## config.mk

```make
export PLATFORM = sky130hd
export DESIGN_NAME = imc_top
export DESIGN_NICKNAME = d
export VERILOG_FILES = /design/src/rtl/imc_pkg.sv /design/src/rtl/imc_top.sv
export SDC_FILE = /design/constraint.sdc
export NUM_CORES = 1
export LEC_CHECK = 0
export BUFFER_PORTS_ARGS = -buffer_cell sky130_fd_sc_hd__buf_2
export CAP_MARGIN = 20
export CORE_MARGIN = 2
export CORE_UTILIZATION = 40
export CTS_CLUSTER_DIAMETER = 150
export DETAILED_ROUTE_END_ITERATION = 16
export GPL_TIMING_DRIVEN = 0
export HOLD_SLACK_MARGIN = 0.05
export PLACE_DENSITY = 0.6
export SYNTH_ARGS = -nofsm -noshare
export SYNTH_HDL_FRONTEND = slang
export SYNTH_SLANG_ARGS = --single-unit
export TNS_END_PERCENT = 50
```

## constraint.sdc

```tcl
create_clock -name clk -period 2.6 [get_ports clk]
set_input_delay 0.13 -clock clk [delete_from_list [all_inputs] [get_ports clk]]
set_output_delay 0.13 -clock clk [all_outputs]
set_load 0.005 [all_outputs]
```

## src/rtl/imc_pkg.sv

```systemverilog
// imc_pkg: register map, field positions, codes and reset values
package imc_pkg;
	// bus widths
	localparam int ADDR_W = 5;
	localparam int DATA_W = 32;
	// byte offsets on the register bus
	localparam logic [4:0] OFF_CTL1  = 5'h00;
	localparam logic [4:0] OFF_CTL2  = 5'h04;
	localparam logic [4:0] OFF_DATA  = 5'h08;
	localparam logic [4:0] OFF_BAUD  = 5'h0C;
	localparam logic [4:0] OFF_ISTAT = 5'h10;
	localparam logic [4:0] OFF_IMASK = 5'h14;
	localparam logic [4:0] OFF_FWPIN = 5'h18;
	// control one fields
	localparam int B_WCOL = 7;
	localparam int B_OVF  = 6;
	localparam int B_EN   = 5;
	// control two fields
	localparam int B_GENERAL_CALL_ENABLE  = 7;
	localparam int B_ACKST = 6;
	localparam int B_ACK_DATA_BIT = 5;
	localparam int B_ACK_SEQUENCE_ENABLE = 4;
	localparam int B_MASTER_RECEIVE_ENABLE  = 3;
	localparam int B_PEN   = 2;
	localparam int B_REPEATED_START_ENABLE  = 1;
	localparam int B_SEN   = 0;
	// interrupt status bits
	localparam int N_IRQ   = 4;
	localparam int I_DONE  = 0;
	localparam int I_START = 1;
	localparam int I_STOP  = 2;
	localparam int I_GCALL = 3;
	// mode codes
	localparam logic [3:0] MODE_S7   = 4'h6;
	localparam logic [3:0] MODE_S10  = 4'h7;
	localparam logic [3:0] MODE_M    = 4'h8;
	localparam logic [3:0] MODE_FW   = 4'hB;
	localparam logic [3:0] MODE_S7I  = 4'hE;
	localparam logic [3:0] MODE_S10I = 4'hF;
	// reset values
	localparam logic [7:0] CTL1_RST  = 8'h00;
	localparam logic [7:0] CTL2_RST  = 8'h00;
	localparam logic [7:0] BAUD_RST  = 8'h09;
	localparam logic [1:0] FWPIN_RST = 2'h3;
	localparam logic [3:0] IRQ_RST   = 4'h0;
	// last quarter of a bit, last bit indices
	localparam logic [1:0] PH_LAST  = 2'h3;
	localparam logic [1:0] PH_SAMP  = 2'h2;
	localparam logic [3:0] BIT_ACK  = 4'h8;
	localparam logic [3:0] BIT_LAST = 4'h7;
	// master sequencer states
	typedef enum logic [5:0] {
		ST_IDLE  = 6'h01,
		ST_START = 6'h02,
		ST_STOP  = 6'h04,
		ST_TX    = 6'h08,
		ST_RX    = 6'h10,
		ST_ACK   = 6'h20
	} imc_state_t;
endpackage : imc_pkg

```

## src/rtl/imc_top.sv

```systemverilog
// imc_top: two-wire port mode decode, master sequencer, register slave
`timescale 1ns/100ps
module imc_top (
	// clock and reset
	input  wire logic                       clk,
	input  wire logic                       resetn,
	// avalon-mm slave
	input  wire logic [imc_pkg::ADDR_W-1:0] address,
	input  wire logic                       read,
	input  wire logic                       write,
	input  wire logic [3:0]                 byteenable,
	input  wire logic [imc_pkg::DATA_W-1:0] writedata,
	output logic      [imc_pkg::DATA_W-1:0] readdata,
	output logic                            waitrequest,
	// interrupt
	output logic                            irq,
	// bus pins, open drain
	input  wire logic                       sdaIn,
	output logic                            sdaOut,
	output logic                            sdaOe,
	input  wire logic                       sclIn,
	output logic                            sclOut,
	output logic                            sclOe,
	output logic                            portOwnsPins
);
	import imc_pkg::*;

	// slave decode: 7-bit and 10-bit codes, with or without irqs
	function automatic logic isSlave(input logic [3:0] m);
		isSlave = (m == MODE_S7) || (m == MODE_S10) ||
			(m == MODE_S7I) || (m == MODE_S10I);
	endfunction : isSlave

	// pin synchronisers and edge history
	logic [1:0]  sdaSync_ff;        // [0] feeds [1] only
	logic [1:0]  sclSync_ff;
	logic        sdaOld_ff;         // delayed synced level
	logic        sclOld_ff;
	logic [1:0]  nxt_sdaSync;
	logic [1:0]  nxt_sclSync;

	// registers and sequencer state
	logic [7:0]  ctl1_ff;           // wcol, ovf, en, ckp, mode
	logic [7:0]  ctl2_ff;           // general_call_enable .. sen
	logic [7:0]  dataBuf_ff;        // serial data buffer
	logic        bufFull_ff;        // buffer holds unread byte
	logic [7:0]  baud_ff;           // baud reload value
	logic [N_IRQ-1:0] stat_ff;      // sticky interrupt status
	logic [N_IRQ-1:0] mask_ff;      // interrupt mask
	logic [1:0]  fwPins_ff;         // firmware pin release
	imc_state_t  state_ff;
	logic [1:0]  phase_ff;          // quarter of current bit
	logic [7:0]  qCnt_ff;           // clocks within quarter
	logic [3:0]  bitCnt_ff;
	logic [7:0]  shift_ff;          // master shift register
	logic [7:0]  slvShift_ff;       // slave shift register
	logic [3:0]  slvCnt_ff;
	logic        slvFirst_ff;       // next byte is address
	logic        ack_ff;            // bus answer cycle
	logic [7:0]  rdData_ff;
	logic        sdaOe_ff;
	logic        sclOe_ff;
	logic        hold_ff;           // clock held low between sequences
	// next values
	logic [7:0]  nxt_ctl1, nxt_ctl2, nxt_dataBuf, nxt_baud;
	logic        nxt_bufFull, nxt_ack, nxt_slvFirst;
	logic [N_IRQ-1:0] nxt_stat, nxt_mask, ev;
	logic [1:0]  nxt_fwPins, nxt_phase;
	imc_state_t  nxt_state;
	logic [7:0]  nxt_qCnt, nxt_shift, nxt_slvShift, nxt_rdData;
	logic [3:0]  nxt_bitCnt, nxt_slvCnt;
	logic        nxt_sdaOe, nxt_sclOe;
	logic        nxt_hold;
	// helpers
	logic        wrEn, tick, mOn, idle, sdaLow, sclLow;
	logic        sda, scl, sdaRise, sdaFall, sclRise;
	logic [4:0]  setReq;
	logic [7:0]  rdMux;

	// bus handshake: one wait cycle, answer on the second edge
	assign waitrequest  = (read | write) & ~ack_ff;
	assign readdata     = {24'h000000, rdData_ff};
	assign irq          = |(stat_ff & mask_ff);
	assign sdaOut       = 1'b0;
	assign sclOut       = 1'b0;
	assign sdaOe        = sdaOe_ff;
	assign sclOe        = sclOe_ff;
	assign portOwnsPins = ctl1_ff[B_EN];

	// synced levels and edges
	assign sda     = sdaSync_ff[1];
	assign scl     = sclSync_ff[1];
	assign sdaRise = sda & ~sdaOld_ff;
	assign sdaFall = ~sda & sdaOld_ff;
	assign sclRise = scl & ~sclOld_ff;

	// synchroniser next values
	always_comb begin
		nxt_sdaSync = {sdaSync_ff[0], sdaIn};
		nxt_sclSync = {sclSync_ff[0], sclIn};
	end

	// synchroniser registers
	always_ff @(posedge clk or negedge resetn) begin
		if (!resetn) begin
			sdaSync_ff <= 2'h3;
			sclSync_ff <= 2'h3;
			sdaOld_ff  <= 1'b1;
			sclOld_ff  <= 1'b1;
		end else begin
			sdaSync_ff <= nxt_sdaSync;
			sclSync_ff <= nxt_sclSync;
			sdaOld_ff  <= sda;
			sclOld_ff  <= scl;
		end
	end

	// register read multiplexer
	always_comb begin
		case (address)
			OFF_CTL1:  rdMux = ctl1_ff;
			OFF_CTL2:  rdMux = ctl2_ff;
			OFF_DATA:  rdMux = dataBuf_ff;
			OFF_BAUD:  rdMux = baud_ff;
			OFF_ISTAT: rdMux = {4'h0, stat_ff};
			OFF_IMASK: rdMux = {4'h0, mask_ff};
			OFF_FWPIN: rdMux = {4'h0, scl, sda, fwPins_ff};
			default:   rdMux = 8'h00;  // unmapped reads zero
		endcase
	end

	// pin drive per sequencer state and quarter
	always_comb begin
		case (state_ff)
			ST_START: begin
				// held clock: release data first, then clock
				sclLow = (phase_ff == PH_LAST) |
					((phase_ff == 2'h0) & hold_ff);
				sdaLow = phase_ff[1];
			end
			ST_STOP: begin
				sclLow = (phase_ff == 2'h0);
				sdaLow = (phase_ff != PH_LAST);
			end
			ST_TX: begin
				sclLow = ~^phase_ff;
				sdaLow = (bitCnt_ff != BIT_ACK) & ~shift_ff[7];
			end
			ST_RX: begin
				sclLow = ~^phase_ff;
				sdaLow = 1'b0;
			end
			ST_ACK: begin
				sclLow = ~^phase_ff;
				sdaLow = ~ctl2_ff[B_ACK_DATA_BIT];
			end
			default: begin
				// idle keeps the clock low inside a transfer
				sclLow = hold_ff;
				sdaLow = 1'b0;
			end
		endcase
	end

	// bus slave, registers, master sequencer and slave monitor
	always_comb begin
		nxt_ctl1     = ctl1_ff;
		nxt_ctl2     = ctl2_ff;
		nxt_dataBuf  = dataBuf_ff;
		nxt_bufFull  = bufFull_ff;
		nxt_baud     = baud_ff;
		nxt_mask     = mask_ff;
		nxt_fwPins   = fwPins_ff;
		nxt_state    = state_ff;
		nxt_phase    = phase_ff;
		nxt_qCnt     = qCnt_ff;
		nxt_bitCnt   = bitCnt_ff;
		nxt_shift    = shift_ff;
		nxt_slvShift = slvShift_ff;
		nxt_slvCnt   = slvCnt_ff;
		nxt_slvFirst = slvFirst_ff;
		nxt_rdData   = rdData_ff;
		nxt_hold     = hold_ff;
		ev           = '0;
		nxt_ack      = (read | write) & ~ack_ff;
		wrEn         = write & ack_ff & byteenable[0];
		mOn          = ctl1_ff[B_EN] & (ctl1_ff[3:0] == MODE_M);
		idle         = (state_ff == ST_IDLE) & (ctl2_ff[4:0] == 5'h00);
		// quarter lasts reload plus one clocks
		tick         = (qCnt_ff == baud_ff);
		setReq       = writedata[4:0] & (~writedata[4:0] + 5'h01);
		// read data captured in the wait cycle, buffer drains
		if ((read & ~ack_ff)) begin
			nxt_rdData = rdMux;
		end
		if (read & ack_ff & (address == OFF_DATA)) begin
			nxt_bufFull = 1'b0;
		end
		// software writes
		if (wrEn) begin
			case (address)
				OFF_CTL1: begin
					// flags clear on zero, cannot be set
					nxt_ctl1 = {writedata[7:6] & ctl1_ff[7:6],
						writedata[5:0]};
				end
				OFF_CTL2: begin
					nxt_ctl2[B_GENERAL_CALL_ENABLE]  = writedata[B_GENERAL_CALL_ENABLE];
					nxt_ctl2[B_ACK_DATA_BIT] = writedata[B_ACK_DATA_BIT];
					if (idle && mOn) begin
						nxt_ctl2[4:0] = setReq;
					end
				end
				OFF_DATA: begin
					if (mOn) begin
						if (idle) begin
							nxt_shift  = writedata[7:0];
							nxt_state  = ST_TX;
							nxt_bitCnt = 4'h0;
						end else begin
							nxt_ctl1[B_WCOL] = 1'b1;
						end
					end else begin
						nxt_dataBuf = writedata[7:0];
					end
				end
				OFF_BAUD:  nxt_baud   = writedata[7:0];
				OFF_IMASK: nxt_mask   = writedata[N_IRQ-1:0];
				OFF_FWPIN: nxt_fwPins = writedata[1:0];
				default: ;  // unmapped writes ignored
			endcase
		end
		// launch a sequence from an accepted enable
		if (state_ff == ST_IDLE && mOn && nxt_state == ST_IDLE) begin
			if (ctl2_ff[B_SEN] | ctl2_ff[B_REPEATED_START_ENABLE]) begin
				nxt_state = ST_START;
			end else if (ctl2_ff[B_PEN]) begin
				nxt_state = ST_STOP;
			end else if (ctl2_ff[B_ACK_SEQUENCE_ENABLE]) begin
				nxt_state = ST_ACK;
			end else if (ctl2_ff[B_MASTER_RECEIVE_ENABLE]) begin
				nxt_state = ST_RX;
				nxt_bitCnt = 4'h0;
			end
		end
		// quarter timing and bit progress
		if (!mOn) begin
			nxt_state     = ST_IDLE;
			nxt_ctl2[4:0] = 5'h00;
			nxt_phase     = 2'h0;
			nxt_qCnt      = 8'h00;
			nxt_hold      = 1'b0;
		end else if (state_ff == ST_IDLE) begin
			nxt_phase = 2'h0;
			nxt_qCnt  = 8'h00;
		end else if (!tick) begin
			nxt_qCnt = qCnt_ff + 8'h01;
		end else begin
			nxt_qCnt  = 8'h00;
			nxt_phase = phase_ff + 2'h1;
			if (phase_ff == PH_SAMP) begin
				if (state_ff == ST_TX && bitCnt_ff == BIT_ACK) begin
					nxt_ctl2[B_ACKST] = sda;
				end else if (state_ff == ST_RX) begin
					nxt_shift = {shift_ff[6:0], sda};
				end
			end else if (phase_ff == PH_LAST) begin
				// bus stays held after all but a stop
				nxt_hold = (state_ff != ST_STOP);
				case (state_ff)
					ST_START, ST_STOP, ST_ACK: begin
						nxt_ctl2[4:0] = 5'h00;
						nxt_state     = ST_IDLE;
						ev[I_DONE]    = 1'b1;
					end
					ST_TX: begin
						nxt_shift  = {shift_ff[6:0], 1'b1};
						nxt_bitCnt = bitCnt_ff + 4'h1;
						if (bitCnt_ff == BIT_ACK) begin
							nxt_state  = ST_IDLE;
							ev[I_DONE] = 1'b1;
						end
					end
					ST_RX: begin
						nxt_bitCnt = bitCnt_ff + 4'h1;
						if (bitCnt_ff == BIT_LAST) begin
							// no overflow set in master mode
							nxt_ctl2[B_MASTER_RECEIVE_ENABLE] = 1'b0;
							nxt_dataBuf      = shift_ff;
							nxt_bufFull      = 1'b1;
							nxt_state        = ST_IDLE;
							ev[I_DONE]       = 1'b1;
						end
					end
					default: nxt_state = ST_IDLE;
				endcase
			end
		end
		// slave monitor, idle outside slave codes
		if (ctl1_ff[B_EN] && isSlave(ctl1_ff[3:0])) begin
			if (scl && sdaFall) begin
				ev[I_START]  = ctl1_ff[3];
				nxt_slvCnt   = 4'h0;
				nxt_slvFirst = 1'b1;
			end else if (scl && sdaRise) begin
				ev[I_STOP]   = ctl1_ff[3];
				nxt_slvFirst = 1'b0;
			end else if (sclRise) begin
				nxt_slvCnt = slvCnt_ff + 4'h1;
				if (slvCnt_ff == BIT_ACK) begin
					nxt_slvCnt = 4'h0;
				end else begin
					nxt_slvShift = {slvShift_ff[6:0], sda};
				end
				if (slvCnt_ff == BIT_LAST) begin
					nxt_dataBuf  = {slvShift_ff[6:0], sda};
					nxt_bufFull  = 1'b1;
					nxt_slvFirst = 1'b0;
					nxt_ctl1[B_OVF] = bufFull_ff | nxt_ctl1[B_OVF];
					ev[I_GCALL] = slvFirst_ff & ctl2_ff[B_GENERAL_CALL_ENABLE] &
						({slvShift_ff[6:0], sda} == 8'h00);
				end
			end
		end
		// sticky status: write one clears, a new event wins
		nxt_stat = stat_ff;
		if (wrEn && address == OFF_ISTAT) begin
			nxt_stat = stat_ff & ~writedata[N_IRQ-1:0];
		end
		nxt_stat = nxt_stat | ev;
		// open-drain drive, released while port disabled
		if (!ctl1_ff[B_EN]) begin
			nxt_sdaOe = 1'b0;
			nxt_sclOe = 1'b0;
		end else if (ctl1_ff[3:0] == MODE_FW) begin
			nxt_sdaOe = ~fwPins_ff[0];
			nxt_sclOe = ~fwPins_ff[1];
		end else begin
			nxt_sdaOe = sdaLow;
			nxt_sclOe = sclLow;
		end
	end

	// main registers
	always_ff @(posedge clk or negedge resetn) begin
		if (!resetn) begin
			ctl1_ff     <= CTL1_RST;
			ctl2_ff     <= CTL2_RST;
			dataBuf_ff  <= 8'h00;
			bufFull_ff  <= 1'b0;
			baud_ff     <= BAUD_RST;
			stat_ff     <= IRQ_RST;
			mask_ff     <= IRQ_RST;
			fwPins_ff   <= FWPIN_RST;
			state_ff    <= ST_IDLE;
			phase_ff    <= 2'h0;
			qCnt_ff     <= 8'h00;
			bitCnt_ff   <= 4'h0;
			shift_ff    <= 8'h00;
			slvShift_ff <= 8'h00;
			slvCnt_ff   <= 4'h0;
			slvFirst_ff <= 1'b0;
			ack_ff      <= 1'b0;
			rdData_ff   <= 8'h00;
			sdaOe_ff    <= 1'b0;
			sclOe_ff    <= 1'b0;
			hold_ff     <= 1'b0;
		end else begin
			ctl1_ff     <= nxt_ctl1;
			ctl2_ff     <= nxt_ctl2;
			dataBuf_ff  <= nxt_dataBuf;
			bufFull_ff  <= nxt_bufFull;
			baud_ff     <= nxt_baud;
			stat_ff     <= nxt_stat;
			mask_ff     <= nxt_mask;
			fwPins_ff   <= nxt_fwPins;
			state_ff    <= nxt_state;
			phase_ff    <= nxt_phase;
			qCnt_ff     <= nxt_qCnt;
			bitCnt_ff   <= nxt_bitCnt;
			shift_ff    <= nxt_shift;
			slvShift_ff <= nxt_slvShift;
			slvCnt_ff   <= nxt_slvCnt;
			slvFirst_ff <= nxt_slvFirst;
			ack_ff      <= nxt_ack;
			rdData_ff   <= nxt_rdData;
			sdaOe_ff    <= nxt_sdaOe;
			sclOe_ff    <= nxt_sclOe;
			hold_ff     <= nxt_hold;
		end
	end

	// sequencer runs only after a cycle in master code
	mode_gate_a: assert property (@(posedge clk) disable iff (!resetn)
		(state_ff != ST_IDLE) |-> ($past(ctl1_ff[3:0]) == MODE_M))
		else $error("sequencer active outside master mode");
	// start interrupt only from the interrupting slave codes
	start_irq_a: assert property (@(posedge clk) disable iff (!resetn)
		$rose(stat_ff[I_START]) |->
		($past(ctl1_ff[3]) && isSlave($past(ctl1_ff[3:0]))))
		else $error("start interrupt outside slave irq mode");
	// quarter advances only at the reload count
	quarter_len_a: assert property (@(posedge clk) disable iff (!resetn)
		($past(state_ff) != ST_IDLE && $past(mOn) && $changed(phase_ff)) |->
		($past(qCnt_ff) == $past(baud_ff)))
		else $error("quarter ended at wrong count");
	// firmware mode clock drive follows pin register bit 1
	fw_pins_a: assert property (@(posedge clk) disable iff (!resetn)
		(ctl1_ff[B_EN] && ctl1_ff[3:0] == MODE_FW) |=>
		(sclOe_ff == !$past(fwPins_ff[1])))
		else $error("firmware clock drive mismatch");
	// overflow never rises while in master code
	no_ovf_a: assert property (@(posedge clk) disable iff (!resetn)
		$rose(ctl1_ff[B_OVF]) |-> ($past(ctl1_ff[3:0]) != MODE_M))
		else $error("overflow set in master mode");
	// general call flag needs the enable
	gen_call_a: assert property (@(posedge clk) disable iff (!resetn)
		$rose(stat_ff[I_GCALL]) |-> $past(ctl2_ff[B_GENERAL_CALL_ENABLE]))
		else $error("general call without enable");
	// ack enable clears at the end of its bit
	ack_clear_a: assert property (@(posedge clk) disable iff (!resetn)
		(state_ff == ST_ACK && phase_ff == PH_LAST && tick) |=>
		(!ctl2_ff[B_ACK_SEQUENCE_ENABLE] && state_ff == ST_IDLE))
		else $error("ack enable not cleared");
	// ack bit on the data pin mid-bit
	ack_drive_a: assert property (@(posedge clk) disable iff (!resetn)
		(state_ff == ST_ACK && phase_ff == PH_SAMP &&
		$past(state_ff) == ST_ACK) |-> (sdaOe_ff == !ctl2_ff[B_ACK_DATA_BIT]))
		else $error("ack bit not driven");
	// receive enable clears with the byte in the buffer
	rx_done_a: assert property (@(posedge clk) disable iff (!resetn)
		(state_ff == ST_RX && bitCnt_ff == BIT_LAST &&
		phase_ff == PH_LAST && tick) |=> (!ctl2_ff[B_MASTER_RECEIVE_ENABLE] && bufFull_ff))
		else $error("receive enable not cleared");
	// no enable newly set while busy
	no_queue_a: assert property (@(posedge clk) disable iff (!resetn)
		(state_ff != ST_IDLE) |=>
		((ctl2_ff[4:0] & ~$past(ctl2_ff[4:0])) == 5'h00))
		else $error("enable queued while busy");
	// pins released one cycle after disable
	pin_release_a: assert property (@(posedge clk) disable iff (!resetn)
		!ctl1_ff[B_EN] |=> (!sdaOe_ff && !sclOe_ff))
		else $error("pins driven while disabled");
endmodule : imc_top

```

; After elaboration in Yosys (flattened, before gate mapping)
; Index checks and enable logic that the tools add are counted.
[word_totals]
out_inout_bits = 39
regBits = 101
wordCells = 280
inputBits = 47
[classes]
eq_ne = 37
bitwise_logic = 38
n_mux = 136
add_sub_neg = 5
n_reduce_logical = 35
[ops]
columns = cell, n
row1 = two-way mux 8 bit, 30
row2 = two-way mux 6 bit, 16
row3 = two-way mux 4 bit, 20
row4 = case mux 8 bit (7 select lines), 1
row5 = two-way mux 1 bit, 47
row6 = two-way mux 5 bit, 8
row7 = "equality test 4 bit, second input constant", 6
row8 = "equality test 4 x 3 -> 1 bit, second input constant", 4
row9 = bitwise AND 1 bit, 15
row10 = "equality test 5 bit, second input constant", 3
row11 = two-way mux 7 bit, 2
row12 = "!= test 2 bit, second input constant", 7
row13 = "equality test 6 x 1 -> 1 bit, second input constant", 2
row14 = NOT 1 bit, 12
row15 = case mux 6 bit (2 select lines), 1
row16 = "equality test 5 x 4 -> 1 bit, second input constant", 2
row17 = logical NOT 5 bit, 2
row18 = AND reduction 2 bit, 5
row19 = AND reduction 5 bit, 2
row20 = "adder 4 x 1 -> 4 bit, second input constant", 2
row21 = "adder 8 x 1 -> 8 bit, second input constant", 1
row22 = bitwise AND 4 bit, 2
row23 = equality test 8 bit, 1
row24 = logical AND 1 bit, 8
row25 = other kinds (35), 52

; Logic depth before layout (Yosys ltp)
[logic_depth]
ltp_word = 18
ltp_mapped = 9
mapped_depth_nobuf = 7

; Least setup slack after synthesis
; Ideal clock, no wire load.
[synth_path]
path_type = register to register
start = register ctl2_ff[0]
end = register shift_ff[1]
stages_incl_launch_ff = 6
t_required_ps = 2475
slack_ps = 539
setup_time_ps = 125
n_path_buf = 0
arrival_time_ps = 1936
cell_sequence = dfrtp_1 or4_1 nor2_1 nand4_4 mux2_2 mux2_2
[synth_between]
elab_chain_len = 12
elab_cells_between_ends = 14
cone_classes = mux: 12 / bitwise: 1 / reduce/logical: 1
[synth_lines]
columns = element, line
row1 = from (decl), imc_top.sv:44  ; logic [7:0] ctl2_ff;
row2 = from (signal assigned), imc_top.sv:370  ; ctl2_ff <= nxt_ctl2;
row3 = logical NOT 5 bit (*), imc_top.sv:188  ; idle = (state_ff == ST_IDLE) & (ctl2_ff[4:0] == 5'h00);
row4 = bitwise AND 1 bit (*), imc_top.sv:188
row5 = two-way mux 8 bit (*), imc_top.sv:216  ; if (idle) begin
row6 = two-way mux 8 bit (*), imc_top.sv:215  ; if (mOn) begin
row7 = two-way mux 8 bit (*), imc_top.sv:201  ; case (address)
row8 = two-way mux 8 bit (*), imc_top.sv:200  ; if (wrEn) begin
row9 = two-way mux 8 bit (on tied branches), "imc_top.sv:270, imc_top.sv:264"
row10 = two-way mux 8 bit (on tied branches), "imc_top.sv:267, imc_top.sv:262"
row11 = two-way mux 8 bit, imc_top.sv:261  ; if (phase_ff == PH_SAMP) begin
row12 = two-way mux 8 bit, imc_top.sv:256  ; end else if (!tick) begin
row13 = two-way mux 8 bit, imc_top.sv:253  ; end else if (state_ff == ST_IDLE) begin
row14 = two-way mux 8 bit (*), imc_top.sv:247  ; if (!mOn) begin
row15 = named net nxt_shift[1], imc_top.sv:70  ; logic [7:0] nxt_qCnt, nxt_shift, nxt_slvShift, nxt_rdData;
row16 = to (signal assigned), imc_top.sv:381  ; shift_ff <= nxt_shift;
row17 = to (decl), imc_top.sv:55  ; logic [7:0] shift_ff;
; Mark *: on every way through the listed nets, which the timed path passes. The rest lies on a longest branch.
; A chain may end at the register's enable or synchronous reset.

; Worst setup path after layout
[layout_path]
start = register baud_ff[3]
end = register bitCnt_ff[0]
[layout_between]
elab_chain_len = 4
[layout_lines]
columns = element, line
row1 = from (decl), imc_top.sv:47  ; logic [7:0] baud_ff;
row2 = from (signal assigned), imc_top.sv:373  ; baud_ff <= nxt_baud;
row3 = equality test 8 bit, imc_top.sv:190  ; tick = (qCnt_ff == baud_ff);
row4 = two-way mux 4 bit, imc_top.sv:256
row5 = two-way mux 4 bit, imc_top.sv:253
row6 = two-way mux 4 bit, imc_top.sv:247
row7 = named net nxt_bitCnt[0], imc_top.sv:71  ; logic [3:0] nxt_bitCnt, nxt_slvCnt;
row8 = to (signal assigned), imc_top.sv:380  ; bitCnt_ff <= nxt_bitCnt;
row9 = to (decl), imc_top.sv:54  ; logic [3:0] bitCnt_ff;
; The timed path passes the listed nets, and every way through them passes these cells.

==> out/metrics.yaml <==
mostFrequentLayoutCells: "dfrtp_1 (90), nor2_1 (43), mux2_2 (43), nand2_1 (36), buf_2 (34)"
ys_ff_latch: 101
cellLeakagePower_nw: 2.96
setup_ws_ns: 0.160
cts_tree: "yes"
dominantRegCellSynth: "dfrtp_1"
critPathLaunch: "baud_ff[3]"
final_nets: 660
clock_latency_ns: 0.35
drv_slew: 0
synth_warnings: 0
synth_mux_area_share_pct: 12.1
synthTopCellsByArea: "dfrtp_1 (41%), mux2_2 (8.8%), dfstp_2 (5.2%)"
grt_pass1_wl_mm: 21.9
cp_slowest_stage_delay_ns: 0.59
irDropWorstVdd_v: 0.000395
hpwl_mm: 10.1
worst_slew_pin_slew_ns: 0.717
io_buffers: 29
die_h_um: 121
synth-xor-area-share_pct: 3.18
cts_sinks: 101
hold_class: "input port to flip-flop"
synth_simple_gate_area_share_pct: 17.3
grt.total_usage_pct: 19.3
required_ns: 2.88
dpl_cell_area_um2: 6000
drive_above_1_share_pct: 23.1
cp_max_fo: 10
rrSetupSlack_ns: 0.16
antenna_cells: 0
skew_ns: 0.0107
h-tree-depth: 3
ys_async_sr_fraction_pct: 100
preCtsSetupSlack_ns: 0.191
r2r_cells: 6
via_count: 4298
synth_compound_area_share_pct: 13.1
period_needed_ns: 2.44
ant_nets: 0
netlist_area_um2: 5510
p_per_area_nw_per_um2: 539
hold_buffers: 4
r2r-end: "bitCnt_ff[0]"
post-route-cell-area_um2: 6350
cap_violations: 0
grt_pass1_vias: 4003
seq_area_frac_synth_pct: 46.1
yosys.area.top_type: "dfrtp_1"
cts_resized: 0
synth_cells: 535
numCtsBuffers: 9
die_w_um: 121
initial_core_util_pct: 41.3
synth_top_cell_area_share_pct: 40.9
critPathCapture: "bitCnt_ff[0]"
num-fill-cells: 1260
slowest_stage: "nor4_1"
clock_path_buffers: 2
drt-initial-drc-count: 263
area_delta_synth_final_pct: 15.4
outcome: "complete, no violations"
avgRoutedWirePerCell_um: 17.4
coreArea_um2: 13300
rows: 42
finalSetupTns_ns: 0
antenna_found_initial: 0
setup.worst_path.start_class: "flip-flop"
final_common_cell: "dfrtp_1"
worstPathArrival_ns: 2.72
post-cts-setup-buffer-count: 0
clk_pin_slew_ns: 0.07
die_area_um2: 14700
critical_path_class: "flip-flop to flip-flop"
routed_wl_mm: 13.7
ys_types: 61
cp_cell_sequence: "xor2_1, nor4_1, nand2_1, clkbuf_1, nor4_1, mux2_2"
rsz0062_at_grt: "false"
first_pass_iters: 4
hold_violations: 0
timing.fmax_ghz: 0.410
drc: 0
syn_area_per_cell_um2: 10.3
relSlewSlack_pct: 51.8
rr_startpoint: "baud_ff[3]"
gp_congestion: 0.933
synth_fa_ha_area_share_pct: 2.00
gr-total-overflow: 0
synth_edf_count: 0
viasPerCell: 5.47
synth_top_family_by_area: "simple AND/OR/NAND/NOR gates"
crit_path_frequent_cell: "nor4_1"
ios: 86
grt_max_degree: 61
endpoint_kind: "flip-flop"
final.period_utilization_pct: 93.8
clock-root-buffer: "clkbuf_16"
finalSetupViolations: 0
power by group:
part	internal, mW	switching (mW)
clock network	0.792	0.636
registers	1.63	0.0521
logic	0.120	0.194
worst min-delay path by stage:
stage	from	cells after the start	slack, ns	endpoint
6_report	read	3	0.06	ack_ff
5_1_grt	read	3	0.09	ack_ff
4_1_cts	read	3	0.06	ack_ff
3_5_place_dp	resetn	1	0.17	bitCnt_ff[1]
3_3_place_gp	sclIn	1	0.24	sclSync_ff[0]
2_1_floorplan	resetn	0	-0.17	ack_ff
Yosys cell counts, types with 3 or more instances:
master,instances
nand2b_1,9
nor2b_1,5
dfrtp_1,90
a211oi_1,6
nor3_2,3
a31oi_1,4
o41ai_1,3
nor3b_1,4
nand2_1,36
nand3_1,22
nor3_1,9
o21ai_0,22
inv_1,12
buf_2,6
a21oi_1,22
and2_1,3
a221oi_1,4
buf_4,26
o32ai_1,7
mux2i_1,18
or2_2,3
a21o_1,5
nand3b_1,5
o31ai_1,3
nor2_1,43
mux2_2,43
ha_1,8
or3_1,5
clkbuf_1,14
a22o_1,5
a222oi_1,4
and3_1,7
xnor2_1,4
nor4_1,6
nand4_1,5
xor2_1,16
dfstp_2,11
a22oi_1,6
buf_1,4
state kept, by name (all words and copies together), names as in the netlist, 2 cells and up:
name / flops
stat_ff: 4
qCnt_ff: 8
ctl2_ff: 8
baud_ff: 8
dataBuf_ff: 8
bitCnt_ff: 4
rdData_ff: 8
ctl1_ff: 8
state_ff: 6
slvCnt_ff: 4
shift_ff: 8
sdaSync_ff: 2
fwPins_ff: 2
mask_ff: 4
sclSync_ff: 2
phase_ff: 2
slvShift_ff: 7
stage by stage:
| stage | cells | hold slack (ns) | power (mW) | util (%) |
|---|---|---|---|---|
| final | 786 | 0.0646 | 3.42 | 47.6 |
| after global routing | 786 | 0.0923 | 3.56 | 47.6 |
| after CTS | 786 | 0.0582 | 3.45 | 47.6 |
| after detailed placement | 766 | 0.174 | 2.02 | 44.9 |
| after global placement | 765 | 0.237 | 2.01 | 44.7 |
| after floorplan | 560 | -0.166 | 1.88 | - |
area by class of cell:
cell class / instances / area, um^2 / share of cell area, %
Multi-Input combinational cell: 397 / 2720 / 42.8
Sequential cell: 101 / 2540 / 40.0
Buffer: 50 / 293 / 4.61
Clock buffer: 10 / 239 / 3.76
Tap cell: 176 / 220 / 3.47
Timing Repair Buffer: 34 / 215 / 3.39
Clock inverter: 6 / 78.8 / 1.24
Inverter: 12 / 45.0 / 0.709
logic make-up after synthesis:
family	Yosys count
adder cells (fa/ha/maj)	9
flip-flops	101
buffers and inverters	62
other	1
XOR/XNOR	20
AO/OA/AOI/OAI	105
AND/OR/NAND/NOR	176
multiplexers	61
routing by layer:
layer / routed length (um) / up-vias / GRT usage [%]
met5: 0 / - / 0
li1: - / 2033 / -
met3: 643 / 19 / 2.49
met4: 261 / 0 / 6.75
met2: 6130 / 125 / 29.4
met1: 6670 / 2121 / 28.3
critical path: cells and delay by family, from the launching register on:
family | cells | cell delay (ns)
xor+xnor | 1 | 0.07
simple gates | 3 | 1.14
flops | 1 | 0.56
buf+inv | 1 | 0.33
mux | 1 | 0.26
Power figures use the tool's default switching activity.
